## src/rtl/isr_pkg.sv

```systemverilog
`default_nettype none

package isr_pkg;

  // register select codes on the command port
  localparam logic [3:0] SEL_NORM_COND = 4'h0;
  localparam logic [3:0] SEL_NORM_RISE = 4'h1;
  localparam logic [3:0] SEL_NORM_FALL = 4'h2;
  localparam logic [3:0] SEL_NORM_EVENT = 4'h3;
  localparam logic [3:0] SEL_NORM_ENABLE = 4'h4;
  localparam logic [3:0] SEL_ABN_COND = 4'h5;
  localparam logic [3:0] SEL_ABN_RISE = 4'h6;
  localparam logic [3:0] SEL_ABN_FALL = 4'h7;
  localparam logic [3:0] SEL_ABN_EVENT = 4'h8;
  localparam logic [3:0] SEL_ABN_ENABLE = 4'h9;
  localparam logic [3:0] SEL_COMM_EVENT = 4'hA;
  localparam logic [3:0] SEL_COMM_ENABLE = 4'hB;
  localparam logic [3:0] SEL_STATUS_BYTE = 4'hC;
  localparam logic [3:0] SEL_SRQ_ENABLE = 4'hD;
  localparam logic [3:0] SEL_PON_CLEAR = 4'hE;

  // normal-operation group bit positions
  localparam int NORM_CAL_BIT = 0;
  localparam int NORM_TRIG_WAIT_BIT = 5;
  localparam int NORM_VREG_BIT = 8;
  localparam int NORM_CCP_BIT = 10;
  localparam int NORM_CCN_BIT = 11;
  localparam logic [15:0] NORM_MASK = 16'h0D21;

  // abnormal-condition group bit positions
  localparam int ABN_HIGH_VOLT_BIT = 0;
  localparam int ABN_OC_BIT = 1;
  localparam int ABN_HEAT_BIT = 4;
  localparam int ABN_INHIBIT_BIT = 9;
  localparam int ABN_UNREG_BIT = 10;
  localparam int ABN_OVLD_BIT = 14;
  localparam logic [15:0] ABN_MASK = 16'h4613;

  // standard event bits
  localparam int COMM_OPC_BIT = 0;
  localparam int COMM_QYE_BIT = 2;
  localparam int COMM_DDE_BIT = 3;
  localparam int COMM_EXE_BIT = 4;
  localparam int COMM_CME_BIT = 5;
  localparam int COMM_PON_BIT = 7;
  localparam logic [7:0] COMM_MASK = 8'hBD;

  // status byte bits
  localparam int STB_ABN_BIT = 3;
  localparam int STB_MAV_BIT = 4;
  localparam int STB_ESB_BIT = 5;
  localparam int STB_RQS_BIT = 6;
  localparam int STB_NORM_BIT = 7;
  localparam logic [7:0] STB_MASK = 8'hB8;

  // reset values
  localparam logic [15:0] RISE_RESET = 16'hFFFF;
  localparam logic [15:0] FALL_RESET = 16'h0000;
  localparam logic [15:0] ENABLE_RESET = 16'h0000;
  localparam logic [7:0] SRE_RESET = 8'h00;

endpackage

`default_nettype wire

```

## src/rtl/isr_status.sv

```systemverilog
`timescale 1ns/1ps
`default_nettype none

// Operation
// normal condition bit 0 calibration busy, bit 5 awaiting trigger
// normal condition bit 8 constant voltage, 10/11 positive/negative current limit
// abnormal condition bit 0 overvoltage, 1 overcurrent, 4 overtemperature trips
// abnormal condition bit 9 inhibit, 10 unregulated, 14 low range overflow
// standard event bits: 0 opc, 2 query, 3 device, 4 exec, 5 command, 7 power-on
// status byte and enable: bit 3 abnormal, 4 message available, 5 event summary
// bit 6 master summary or request flag by read type; bit 7 normal summary
// enabled normal events ORed onto status byte bit 7
// enabled abnormal events ORed onto status byte bit 3
// condition registers mirror live state; writes to them ignored
// rise filter lets 0-to-1 condition change set event bit
// fall filter lets 1-to-0 condition change set event bit
// event registers latch filtered transitions until read; read clears
// each group enable register masks events into the summary
// standard event register latches comm events, read-only, clear on read
// standard event enable masks bits into status byte summary
// power-on clear zeroes event enable at power-up, else value retained
// power-on bit 7 set every time the device starts
// with bit 7, enable bit 5 and no power-on clear, request service at power-up; service request enable resets to 0 here, so request waits for its write
// master summary is unlatched OR of enabled status bits; query clears nothing
// service request raises line and latches flag; serial poll returns and clears it
// message available set whenever output queue holds a byte
// reading a group event register drops its summary bit
// group registers 16 bits, unassigned zero; byte registers 8 bits
module isr_status (
  input wire logic clk,
  input wire logic reset,
  // live monitored circuits, asynchronous to clk
  input wire logic cal_busy,
  input wire logic awaiting_trigger,
  input wire logic constant_voltage_flag,
  input wire logic current_limit_positive,
  input wire logic current_limit_negative,
  input wire logic high_voltage_trip,
  input wire logic overcurrent_trip,
  input wire logic heat_trip,
  input wire logic remote_inhibit_active,
  input wire logic output_unregulated,
  input wire logic low_range_overflow,
  // communication events from the parser, one-cycle pulses; out_queue_nonempty is a level
  input wire logic op_complete,
  input wire logic query_error,
  input wire logic device_error,
  input wire logic execution_error,
  input wire logic command_error,
  input wire logic out_queue_nonempty,
  // retained store of power-on clear setting and event enable
  input wire logic nv_pon_clear,
  input wire logic [7:0] nv_comm_enable,
  // command port
  input wire logic [3:0] reg_sel,
  input wire logic reg_wr,
  input wire logic reg_rd,
  input wire logic [15:0] reg_wdata,
  output logic [15:0] reg_rdata,
  input wire logic serial_poll,
  output logic [7:0] poll_byte,
  output logic srq,
  output logic pon_clear,
  output logic [7:0] comm_enable
);

  //////////////////////////////////////////////////////////////////////////////
  // condition capture

  logic [15:0] norm_raw;
  logic [15:0] abn_raw;
  logic [15:0] norm_sync1_ff, norm_cond_ff, norm_prev_ff;
  logic [15:0] abn_sync1_ff, abn_cond_ff, abn_prev_ff;

  always_comb begin
    norm_raw = 16'h0000;
    norm_raw[isr_pkg::NORM_CAL_BIT] = cal_busy;
    norm_raw[isr_pkg::NORM_TRIG_WAIT_BIT] = awaiting_trigger;
    norm_raw[isr_pkg::NORM_VREG_BIT] = constant_voltage_flag;
    norm_raw[isr_pkg::NORM_CCP_BIT] = current_limit_positive;
    norm_raw[isr_pkg::NORM_CCN_BIT] = current_limit_negative;
    abn_raw = 16'h0000;
    abn_raw[isr_pkg::ABN_HIGH_VOLT_BIT] = high_voltage_trip;
    abn_raw[isr_pkg::ABN_OC_BIT] = overcurrent_trip;
    abn_raw[isr_pkg::ABN_HEAT_BIT] = heat_trip;
    abn_raw[isr_pkg::ABN_INHIBIT_BIT] = remote_inhibit_active;
    abn_raw[isr_pkg::ABN_UNREG_BIT] = output_unregulated;
    abn_raw[isr_pkg::ABN_OVLD_BIT] = low_range_overflow;
  end

  // no latching here: condition is just the synchronised live level
  always_ff @(posedge clk) begin
    if (reset) begin
      norm_sync1_ff <= 16'h0000;
      norm_cond_ff <= 16'h0000;
      norm_prev_ff <= 16'h0000;
      abn_sync1_ff <= 16'h0000;
      abn_cond_ff <= 16'h0000;
      abn_prev_ff <= 16'h0000;
    end else begin
      norm_sync1_ff <= norm_raw;
      norm_cond_ff <= norm_sync1_ff;
      norm_prev_ff <= norm_cond_ff;
      abn_sync1_ff <= abn_raw;
      abn_cond_ff <= abn_sync1_ff;
      abn_prev_ff <= abn_cond_ff;
    end
  end

  //////////////////////////////////////////////////////////////////////////////
  // filters and enables

  logic [15:0] norm_rise_ff, norm_fall_ff, norm_enable_ff;
  logic [15:0] abn_rise_ff, abn_fall_ff, abn_enable_ff;
  logic [7:0] sre_ff;
  logic wr_ok;

  // writes to condition, event and status byte selects fall through untouched
  assign wr_ok = reg_wr && !reset;

  always_ff @(posedge clk) begin
    if (reset) begin
      norm_rise_ff <= isr_pkg::RISE_RESET & isr_pkg::NORM_MASK;
      norm_fall_ff <= isr_pkg::FALL_RESET;
      norm_enable_ff <= isr_pkg::ENABLE_RESET;
      abn_rise_ff <= isr_pkg::RISE_RESET & isr_pkg::ABN_MASK;
      abn_fall_ff <= isr_pkg::FALL_RESET;
      abn_enable_ff <= isr_pkg::ENABLE_RESET;
      sre_ff <= isr_pkg::SRE_RESET;
    end else if (wr_ok) begin
      unique case (reg_sel)
        isr_pkg::SEL_NORM_RISE: norm_rise_ff <= reg_wdata & isr_pkg::NORM_MASK;
        isr_pkg::SEL_NORM_FALL: norm_fall_ff <= reg_wdata & isr_pkg::NORM_MASK;
        isr_pkg::SEL_NORM_ENABLE: norm_enable_ff <= reg_wdata & isr_pkg::NORM_MASK;
        isr_pkg::SEL_ABN_RISE: abn_rise_ff <= reg_wdata & isr_pkg::ABN_MASK;
        isr_pkg::SEL_ABN_FALL: abn_fall_ff <= reg_wdata & isr_pkg::ABN_MASK;
        isr_pkg::SEL_ABN_ENABLE: abn_enable_ff <= reg_wdata & isr_pkg::ABN_MASK;
        isr_pkg::SEL_SRQ_ENABLE: sre_ff <= reg_wdata[7:0] & isr_pkg::STB_MASK;
        default: ;
      endcase
    end
  end

  //////////////////////////////////////////////////////////////////////////////
  // group event registers

  logic [15:0] norm_event_ff, abn_event_ff;
  logic [15:0] norm_hit, abn_hit;
  logic rd_norm_event, rd_abn_event, rd_comm_event;

  assign norm_hit = (~norm_prev_ff & norm_cond_ff & norm_rise_ff)
                  | (norm_prev_ff & ~norm_cond_ff & norm_fall_ff);
  assign abn_hit = (~abn_prev_ff & abn_cond_ff & abn_rise_ff)
                 | (abn_prev_ff & ~abn_cond_ff & abn_fall_ff);
  assign rd_norm_event = reg_rd && reg_sel == isr_pkg::SEL_NORM_EVENT;
  assign rd_abn_event = reg_rd && reg_sel == isr_pkg::SEL_ABN_EVENT;
  assign rd_comm_event = reg_rd && reg_sel == isr_pkg::SEL_COMM_EVENT;

  // a transition in the read cycle survives the clear
  always_ff @(posedge clk) begin
    if (reset) begin
      norm_event_ff <= 16'h0000;
      abn_event_ff <= 16'h0000;
    end else begin
      norm_event_ff <= (rd_norm_event ? 16'h0000 : norm_event_ff) | norm_hit;
      abn_event_ff <= (rd_abn_event ? 16'h0000 : abn_event_ff) | abn_hit;
    end
  end

  //////////////////////////////////////////////////////////////////////////////
  // standard event group and power-on handling

  logic [7:0] comm_event_ff, comm_enable_ff, comm_hit;
  logic pon_clear_ff, boot_ff;

  // boot_ff marks the first cycle after power-on reset release
  always_ff @(posedge clk) begin
    if (reset) begin
      boot_ff <= 1'b1;
    end else begin
      boot_ff <= 1'b0;
    end
  end

  always_comb begin
    comm_hit = 8'h00;
    comm_hit[isr_pkg::COMM_OPC_BIT] = op_complete;
    comm_hit[isr_pkg::COMM_QYE_BIT] = query_error;
    comm_hit[isr_pkg::COMM_DDE_BIT] = device_error;
    comm_hit[isr_pkg::COMM_EXE_BIT] = execution_error;
    comm_hit[isr_pkg::COMM_CME_BIT] = command_error;
    comm_hit[isr_pkg::COMM_PON_BIT] = boot_ff;
  end

  always_ff @(posedge clk) begin
    if (reset) begin
      comm_event_ff <= 8'h00;
    end else begin
      comm_event_ff <= (rd_comm_event ? 8'h00 : comm_event_ff) | comm_hit;
    end
  end

  // retained values are loaded after release, never under reset
  always_ff @(posedge clk) begin
    if (reset) begin
      pon_clear_ff <= 1'b1;
      comm_enable_ff <= 8'h00;
    end else if (boot_ff) begin
      pon_clear_ff <= nv_pon_clear;
      comm_enable_ff <= nv_pon_clear ? 8'h00 : (nv_comm_enable & isr_pkg::COMM_MASK);
    end else if (wr_ok && reg_sel == isr_pkg::SEL_COMM_ENABLE) begin
      comm_enable_ff <= reg_wdata[7:0] & isr_pkg::COMM_MASK;
    end else if (wr_ok && reg_sel == isr_pkg::SEL_PON_CLEAR) begin
      pon_clear_ff <= reg_wdata[0];
    end
  end

  assign pon_clear = pon_clear_ff;
  assign comm_enable = comm_enable_ff;

  //////////////////////////////////////////////////////////////////////////////
  // status byte and service request

  logic [7:0] stb_base;
  logic mss;
  logic mss_prev_ff, rqs_ff;

  always_comb begin
    stb_base = 8'h00;
    stb_base[isr_pkg::STB_ABN_BIT] = |(abn_event_ff & abn_enable_ff);
    stb_base[isr_pkg::STB_MAV_BIT] = out_queue_nonempty;
    stb_base[isr_pkg::STB_ESB_BIT] = |(comm_event_ff & comm_enable_ff);
    stb_base[isr_pkg::STB_NORM_BIT] = |(norm_event_ff & norm_enable_ff);
  end

  assign mss = |(stb_base & sre_ff);

  // new request only on a fresh reason; poll clear loses to a new one
  always_ff @(posedge clk) begin
    if (reset) begin
      mss_prev_ff <= 1'b0;
      rqs_ff <= 1'b0;
    end else begin
      mss_prev_ff <= mss;
      if (mss && !mss_prev_ff) begin
        rqs_ff <= 1'b1;
      end else if (serial_poll) begin
        rqs_ff <= 1'b0;
      end
    end
  end

  assign srq = rqs_ff;

  //////////////////////////////////////////////////////////////////////////////
  // read data

  logic [15:0] nxt_rdata;

  always_comb begin
    nxt_rdata = 16'h0000;
    unique case (reg_sel)
      isr_pkg::SEL_NORM_COND: nxt_rdata = norm_cond_ff;
      isr_pkg::SEL_NORM_RISE: nxt_rdata = norm_rise_ff;
      isr_pkg::SEL_NORM_FALL: nxt_rdata = norm_fall_ff;
      isr_pkg::SEL_NORM_EVENT: nxt_rdata = norm_event_ff;
      isr_pkg::SEL_NORM_ENABLE: nxt_rdata = norm_enable_ff;
      isr_pkg::SEL_ABN_COND: nxt_rdata = abn_cond_ff;
      isr_pkg::SEL_ABN_RISE: nxt_rdata = abn_rise_ff;
      isr_pkg::SEL_ABN_FALL: nxt_rdata = abn_fall_ff;
      isr_pkg::SEL_ABN_EVENT: nxt_rdata = abn_event_ff;
      isr_pkg::SEL_ABN_ENABLE: nxt_rdata = abn_enable_ff;
      isr_pkg::SEL_COMM_EVENT: nxt_rdata = {8'h00, comm_event_ff};
      isr_pkg::SEL_COMM_ENABLE: nxt_rdata = {8'h00, comm_enable_ff};
      isr_pkg::SEL_STATUS_BYTE: nxt_rdata = {8'h00, stb_base | {1'b0, mss, 6'h00}};
      isr_pkg::SEL_SRQ_ENABLE: nxt_rdata = {8'h00, sre_ff};
      isr_pkg::SEL_PON_CLEAR: nxt_rdata = {15'h0000, pon_clear_ff};
      default: nxt_rdata = 16'h0000;
    endcase
  end

  logic [15:0] rdata_ff;
  logic [7:0] poll_ff;

  always_ff @(posedge clk) begin
    if (reset) begin
      rdata_ff <= 16'h0000;
    end else if (reg_rd) begin
      rdata_ff <= nxt_rdata;
    end
  end

  always_ff @(posedge clk) begin
    if (reset) begin
      poll_ff <= 8'h00;
    end else if (serial_poll) begin
      poll_ff <= stb_base | {1'b0, rqs_ff, 6'h00};
    end
  end

  assign reg_rdata = rdata_ff;
  assign poll_byte = poll_ff;

  //////////////////////////////////////////////////////////////////////////////
  // checks

  property p_rise_sets_event;
    @(posedge clk) disable iff (reset)
      (norm_hit != 16'h0000) |=> ((norm_event_ff & $past(norm_hit)) == $past(norm_hit));
  endproperty
  a_rise_sets_event: assert property (p_rise_sets_event)
    else $error("filtered transition not latched");

  property p_abn_fall_event;
    @(posedge clk) disable iff (reset)
      (abn_prev_ff[isr_pkg::ABN_HIGH_VOLT_BIT] && !abn_cond_ff[isr_pkg::ABN_HIGH_VOLT_BIT]
       && abn_fall_ff[isr_pkg::ABN_HIGH_VOLT_BIT]) |=> abn_event_ff[isr_pkg::ABN_HIGH_VOLT_BIT];
  endproperty
  a_abn_fall_event: assert property (p_abn_fall_event)
    else $error("falling overvoltage not latched");

  property p_read_clears;
    @(posedge clk) disable iff (reset)
      (rd_norm_event && norm_hit == 16'h0000) |=> (norm_event_ff == 16'h0000)
        && !stb_base[isr_pkg::STB_NORM_BIT];
  endproperty
  a_read_clears: assert property (p_read_clears)
    else $error("event read did not clear");

  property p_norm_summary;
    @(posedge clk) disable iff (reset)
      (reg_rd && reg_sel == isr_pkg::SEL_STATUS_BYTE) |=>
        reg_rdata[isr_pkg::STB_NORM_BIT] == $past(|(norm_event_ff & norm_enable_ff));
  endproperty
  a_norm_summary: assert property (p_norm_summary)
    else $error("normal summary mismatch");

  property p_cond_mirror;
    @(posedge clk) disable iff (reset)
      ##2 abn_cond_ff == $past(abn_raw, 2);
  endproperty
  a_cond_mirror: assert property (p_cond_mirror)
    else $error("condition not tracking input");

  property p_pon_set;
    @(posedge clk)
      $fell(reset) |=> comm_event_ff[isr_pkg::COMM_PON_BIT];
  endproperty
  a_pon_set: assert property (p_pon_set)
    else $error("power-on bit missing");

  property p_pon_clear;
    @(posedge clk)
      ($fell(reset) && nv_pon_clear) |=> (comm_enable_ff == 8'h00) && pon_clear_ff;
  endproperty
  a_pon_clear: assert property (p_pon_clear)
    else $error("event enable not cleared at power-on");

  property p_request_on_mss;
    @(posedge clk) disable iff (reset)
      (mss && !mss_prev_ff) |=> srq;
  endproperty
  a_request_on_mss: assert property (p_request_on_mss)
    else $error("service request not raised");

  property p_poll_clears;
    @(posedge clk) disable iff (reset)
      (serial_poll && !(mss && !mss_prev_ff)) |=> !srq && poll_byte[isr_pkg::STB_RQS_BIT]
        == $past(rqs_ff);
  endproperty
  a_poll_clears: assert property (p_poll_clears)
    else $error("serial poll mishandled request flag");

  property p_query_mss;
    @(posedge clk) disable iff (reset)
      (reg_rd && reg_sel == isr_pkg::SEL_STATUS_BYTE && !serial_poll && !(mss && !mss_prev_ff))
        |=> reg_rdata[isr_pkg::STB_RQS_BIT] == $past(mss) && srq == $past(srq);
  endproperty
  a_query_mss: assert property (p_query_mss)
    else $error("status byte query wrong");

  property p_mav;
    @(posedge clk) disable iff (reset)
      serial_poll |=> poll_byte[isr_pkg::STB_MAV_BIT] == $past(out_queue_nonempty);
  endproperty
  a_mav: assert property (p_mav)
    else $error("message available mismatch");

endmodule // isr_status

`default_nettype wire

```

## config.mk

```make
export PLATFORM = sky130hd
export DESIGN_NAME = isr_status
export DESIGN_NICKNAME = d
export VERILOG_FILES = /design/src/rtl/isr_pkg.sv /design/src/rtl/isr_status.sv
export SDC_FILE = /design/constraint.sdc
export NUM_CORES = 1
export LEC_CHECK = 0
export BUFFER_PORTS_ARGS = -buffer_cell sky130_fd_sc_hd__buf_2
export CORE_MARGIN = 2
export CORE_UTILIZATION = 47
export CTS_CLUSTER_DIAMETER = 150
export DETAILED_ROUTE_END_ITERATION = 7
export GPL_ROUTABILITY_DRIVEN = 0
export PLACE_DENSITY = 0.68
export SETUP_SLACK_MARGIN = 0.2
export SYNTH_ARGS = -nofsm -noshare
export SYNTH_HDL_FRONTEND = slang
export SYNTH_SLANG_ARGS = --single-unit
```

## constraint.sdc

```tcl
create_clock -name clk -period 2.05 [get_ports clk]
set_input_delay 0.205 -clock clk [delete_from_list [all_inputs] [get_ports clk]]
set_output_delay 0.205 -clock clk [all_outputs]
set_load 0.005 [all_outputs]
```

[Word-level counts from Yosys, hierarchy flattened]
Cells that the tools add are included.
Word-level totals
  logic and storage cells: 101
  input bits: 51
  register bits: 209
  output and inout bits: 34
Operators by class
  equal/unequal tests: 15
  bitwise logic cells: 23
  reductions and logical operators: 25
  mux-type cells: 13
Operators by type and width (count)
  $pmux 16 s15: 1
  $and 16x16->16: 4
  $not 16->16: 4
  $or 16x16->16: 4
  $and 16x12->16: 3
  $and 16x15->16: 3
  $mux 16: 2
  $mux 8: 4
  $reduce_or 16->1: 2
  $eq 4x4->1 const B: 7
  $and 8x8->8: 2
  $eq 4x3->1 const B: 4
  $or 8x7->8: 2
  $reduce_and 2->1: 8
  $reduce_or 8->1: 2
  $eq 4x2->1 const B: 2
  $or 8x8->8: 1
  $logic_and 1x1->1: 7
  $mux 1: 6
  $reduce_bool 2->1: 3
  $eq 4x1->1 const B: 1
  $logic_not 4->1: 1
  $logic_not 1->1: 2
  $ne 2x2->1 const B: 1

[Depth between registers and ports, before layout]
  depth in word-level cells: 6
  mapped depth: 7
  depth with buffers taken out: 4

[Worst setup path after synthesis]
No wires, ideal clock.
  path type: reg-to-reg
  start: register norm_event_ff[10]
  end: register rdata_ff[6] (netlist: reg_rdata[6])
  data required time: 1.919 ns
  period minus slack after synthesis: 1.479 ns
  library setup time: 0.131 ns
  path buffers: 0
  path slack: 0.571 ns
  arrival time: 1.348 ns
  stages on the path, launching flop included: 5
  cell sequence: dfxtp_1 > a222oi_1 > a21boi_1 > a2111oi_2 > o31ai_1
Between the ends
  longest elaborated chain between the ends: 6
RTL lines
  start: declaration: line isr_status.sv:147  | logic [15:0] norm_event_ff, abn_event_ff;
  start signal: assignment: line isr_status.sv:165  | norm_event_ff <= (rd_norm_event ? 16'h0000 : norm_event_ff) | norm_hit;
  $and 16x12->16: line isr_status.sv:233  | stb_base[isr_pkg::STB_NORM_BIT] = |(norm_event_ff & norm_enable_ff);
  $reduce_or 16->1: line isr_status.sv:233
  $and 8x8->8: line isr_status.sv:236  | assign mss = |(stb_base & sre_ff);
  $reduce_or 8->1: line isr_status.sv:236
  $or 8x7->8: line isr_status.sv:275  | isr_pkg::SEL_STATUS_BYTE: nxt_rdata = {8'h00, stb_base | {1'b0, mss, 6'h00}};
  $pmux 16 s15: line isr_status.sv:262  | unique case (reg_sel)
  end signal: assignment: line isr_status.sv:289  | rdata_ff <= nxt_rdata;
  end: declaration: line isr_status.sv:282  | logic [15:0] rdata_ff;
Every way passes these cells.
A chain may end at the register's enable or synchronous reset.

[Final worst setup path]
  start: register norm_event_ff[10]
  end: register rqs_ff (netlist: srq)
Between the ends
  longest elaborated chain between the ends: 6
  elaborated cells between the ends (all ways): 7
  those cells by class: mux (1); bitwise (2); reduce/logical (4)
RTL lines
  $and 16x12->16 *: line isr_status.sv:233
  $reduce_or 16->1 *: line isr_status.sv:233
  $and 8x8->8 *: line isr_status.sv:236
  $reduce_or 8->1 *: line isr_status.sv:236
  $logic_and 1x1->1 *: line isr_status.sv:245  | if (mss && !mss_prev_ff) begin
  $mux 1 / $reduce_bool 2->1 (equally long branches)
  end signal: assignment: line isr_status.sv:242  | rqs_ff <= 1'b0;
  end signal: assignment: line isr_status.sv:246  | rqs_ff <= 1'b1;
  end signal: assignment: line isr_status.sv:248  | rqs_ff <= 1'b0;
  end: declaration: line isr_status.sv:226  | logic mss_prev_ff, rqs_ff;
Mark *: on every way between the ends. The rest lies on a longest branch, timed or not.

==> results.py <==
metrics = {
    "status": {
        "status": "finished, final reports clean",
    },
    "sta": {
        "period_needed_ps": 1710,
        "maxSlewViolCount": 0,
        "finalCritPeriodShare": 0.832,
        "hold_viol": 0,
        "tightest_slew_ps": 696,
        "slew-limit-headroom": 0.536,
        "setup_viol": 0,
        "finClkSkew_ps": 7.07,
        "setup_tns_ps": 0,
        "rsz0062_at_grt": "false",
        "max_freq_mhz": 586,
        "whs_ps": 30.5,
    },
    "worst_setup_path": {
        "path_buf_inv": 1,
        "reg2reg_from": "norm_event_ff[10]",
        "crit_family": "compound AO/OA/AOI/OAI gates",
        "worstSetupStartpoint": "norm_event_ff[10]",
        "path_depth": 5,
        "cp-end-kind": "flip-flop",
        "crit_path_cell_trace": "a222oi_1, buf_4, a21boi_1, a2111oi_4, o31ai_1",
        "cp-start-kind": "flip-flop",
        "crit_slowest_cell": "a2111oi_4",
        "reg2reg_depth": 5,
        "critical_path_arrival_ps": 2080,
        "critPathRequiredTime_ps": 2430,
        "slowest_delay_ps": 420,
        "crit_path_max_fanout": 3,
        "crit_type": "reg2reg",
    },
    "power": {
        "peakVddDrop_uv": 441,
        "leakagePower_nw": 2.52,
        "finalPower_mw": 5.79,
        "p_per_area_nw_per_um2": 927,
    },
    "synth": {
        "syn_avg_cell_area_sq_um": 8.89,
        "ys.flop_type": "dfxtp_1",
        "postSynth.asyncResetShare": 0,
        "ys_types": 64,
        "synth_edf_count": 0,
        "yosys_warnings": 0,
        "synth_area_sq_um": 4930,
        "yosysSeqAreaShare": 0.467,
        "synth_cells": 554,
        "yosys_register_bits": 115,
    },
    "cells_and_area": {
        "final_common_cell": "dfxtp_1",
        "drive_above_1_share": 0.194,
        "fillerInstances": 883,
        "postLayoutCoreUtil": 0.610,
        "seqCellArea_sq_um": 2300,
        "fin_nets": 700,
        "multiInputGateArea_sq_um": 2380,
        "final_cell_mix": "dfxtp_1 (115), buf_2 (70), nand2_1 (48)",
        "diodes": 0,
        "syn2layout_area_growth_pct": 26.7,
    },
    "die": {
        "die_h_um": 106,
        "start_util": 0.481,
        "die_x_um": 106,
        "fp.dieArea_sq_um": 11300,
        "io-pin-count": 85,
        "num_rows": 37,
        "core_sq_um": 10200,
    },
    "clock_network": {
        "cts-root-buf": "clkbuf_8",
        "htree_levels": 4,
        "tritoncts": "built",
        "cts.sinks": 115,
        "clock_latency_ps": 520,
        "clockBufferDepth": 2,
        "numCtsBuffers": 17,
        "clk_pin_slew_ps": 60,
    },
    "hold_path": {
        "hold_start": "serial_poll",
        "hold_depth": 2,
        "hp-class": "in2reg",
    },
    "global_routing": {
        "grt_max_degree": 72,
        "grt.total_usage": 0.238,
        "grt_pass1_wl_mm": 21.1,
        "grt.overflow.total": 0,
        "antenna_found_initial": 0,
        "grt_pass1_vias": 4250,
    },
    "drt": {
        "first_pass_iters": 5,
        "wl_mm": 12.8,
        "wl_per_cell_um": 16.1,
        "num_vias": 4432,
        "route.met2.wl_mm": 6.19,
        "drc": 0,
        "initialDrtViolationCount": 367,
        "antenna_left": 0,
        "top_layer": "met4",
        "drt-vias-per-instance": 5.56,
        "wl_met3_um": 869,
        "met1_length_mm": 5.56,
    },
    "placement": {
        "dpl.hpwl_mm": 8.73,
        "portBuffers": 70,
    },
    "job": {
        "maxCapViolCount": 0,
    },
}
## repair_timing
action | 4_1_cts | 5_1_grt
hold endpoints to repair | 40 | 0
gates resized for setup | 0 | 1
setup buffers | 0 | 0
hold buffers | 27 | 0
setup endpoints to repair | 0 | 2
## where the power goes
group / total, mW / internal, mW / switching (mW)
Clock: 2.96 / 1.97 / 0.993
Combinational: 0.451 / 0.205 / 0.246
Sequential: 2.38 / 2.32 / 0.0646
Total: 5.79 / 4.49 / 1.30
## worst paths after layout
path	endpoint	slack [ps]
max	srq	340
min	poll_byte[7]	30
max reg2reg	srq	340
min reg2reg	srq	420
## cell families after synthesis
| logic type | Yosys count | share of synthesized area |
|---|---|---|
| simple gates | 215 | 0.237 |
| other cells | 1 | 0.000761 |
| compound gates | 149 | 0.200 |
| flops | 115 | 0.467 |
| buf+inv | 58 | 0.0582 |
| mux | 16 | 0.0371 |
## per-layer routing
metal,GRT usage,vias to the layer above
met2,0.398,182
met3,0.0540,20
met1,0.297,2083
met5,0,-
met4,0.0940,0
li1,-,2147
## cells in the mapped netlist (2+ instances only)
cell | count | area (sq um)
a2bb2oi_1 | 5 | 43.8
and3_1 | 2 | 12.5
a211oi_1 | 8 | 60.1
a311oi_1 | 2 | 17.5
o32ai_1 | 3 | 26.3
nor3_1 | 3 | 15.0
mux2_2 | 5 | 56.3
buf_6 | 2 | 22.5
a22oi_1 | 15 | 113
o22ai_1 | 3 | 18.8
or3_1 | 2 | 12.5
a21oi_1 | 34 | 170
nor3b_1 | 2 | 15.0
buf_2 | 12 | 60.1
nand2_1 | 48 | 180
and3b_1 | 2 | 17.5
inv_1 | 17 | 63.8
o31ai_1 | 5 | 37.5
and2b_1 | 4 | 30.0
o2bb2ai_1 | 3 | 26.3
buf_4 | 10 | 75.1
o21ai_0 | 43 | 215
clkbuf_1 | 13 | 48.8
nand3b_1 | 19 | 143
nand4_1 | 2 | 12.5
a22o_1 | 3 | 26.3
nand2b_1 | 4 | 25.0
buf_1 | 3 | 11.3
mux2i_1 | 10 | 100
dfxtp_1 | 115 | 2300
a221oi_1 | 7 | 61.3
nor2_1 | 47 | 176
a32oi_1 | 3 | 26.3
nand3_1 | 27 | 135
nor2b_1 | 41 | 257
o31a_1 | 2 | 17.5
## layout make-up
| cell class | count | share of cell area |
|---|---|---|
| sequential | 115 | 0.369 |
| inverter | 17 | 0.0102 |
| clock buffer | 22 | 0.0758 |
| clock inverter | 9 | 0.0204 |
| timing repair buffer | 110 | 0.117 |
| multi-input combinational | 388 | 0.381 |
| tap | 136 | 0.0273 |
## state kept, by name (all words and copies together), names as in the netlist, 6 cells and up
signal,flops
reg_rdata,13
abn_rise_ff,6
abn_sync1_ff,6
abn_enable_ff,6
abn_fall_ff,6
abn_event_ff,6
abn_cond_ff,6
abn_prev_ff,6
comm_event_ff,6
comm_enable,6
## through the flow
stage               instances  area, sq um  setup slack, ps
finish                    797         6240              345
global route              797         6240              259
CTS                       797         6230              250
detailed placement        739         5360              268
global placement          739         5360              300
floorplan                 561         4950              571
No activity file was read; power rests on OpenSTA's default activity.
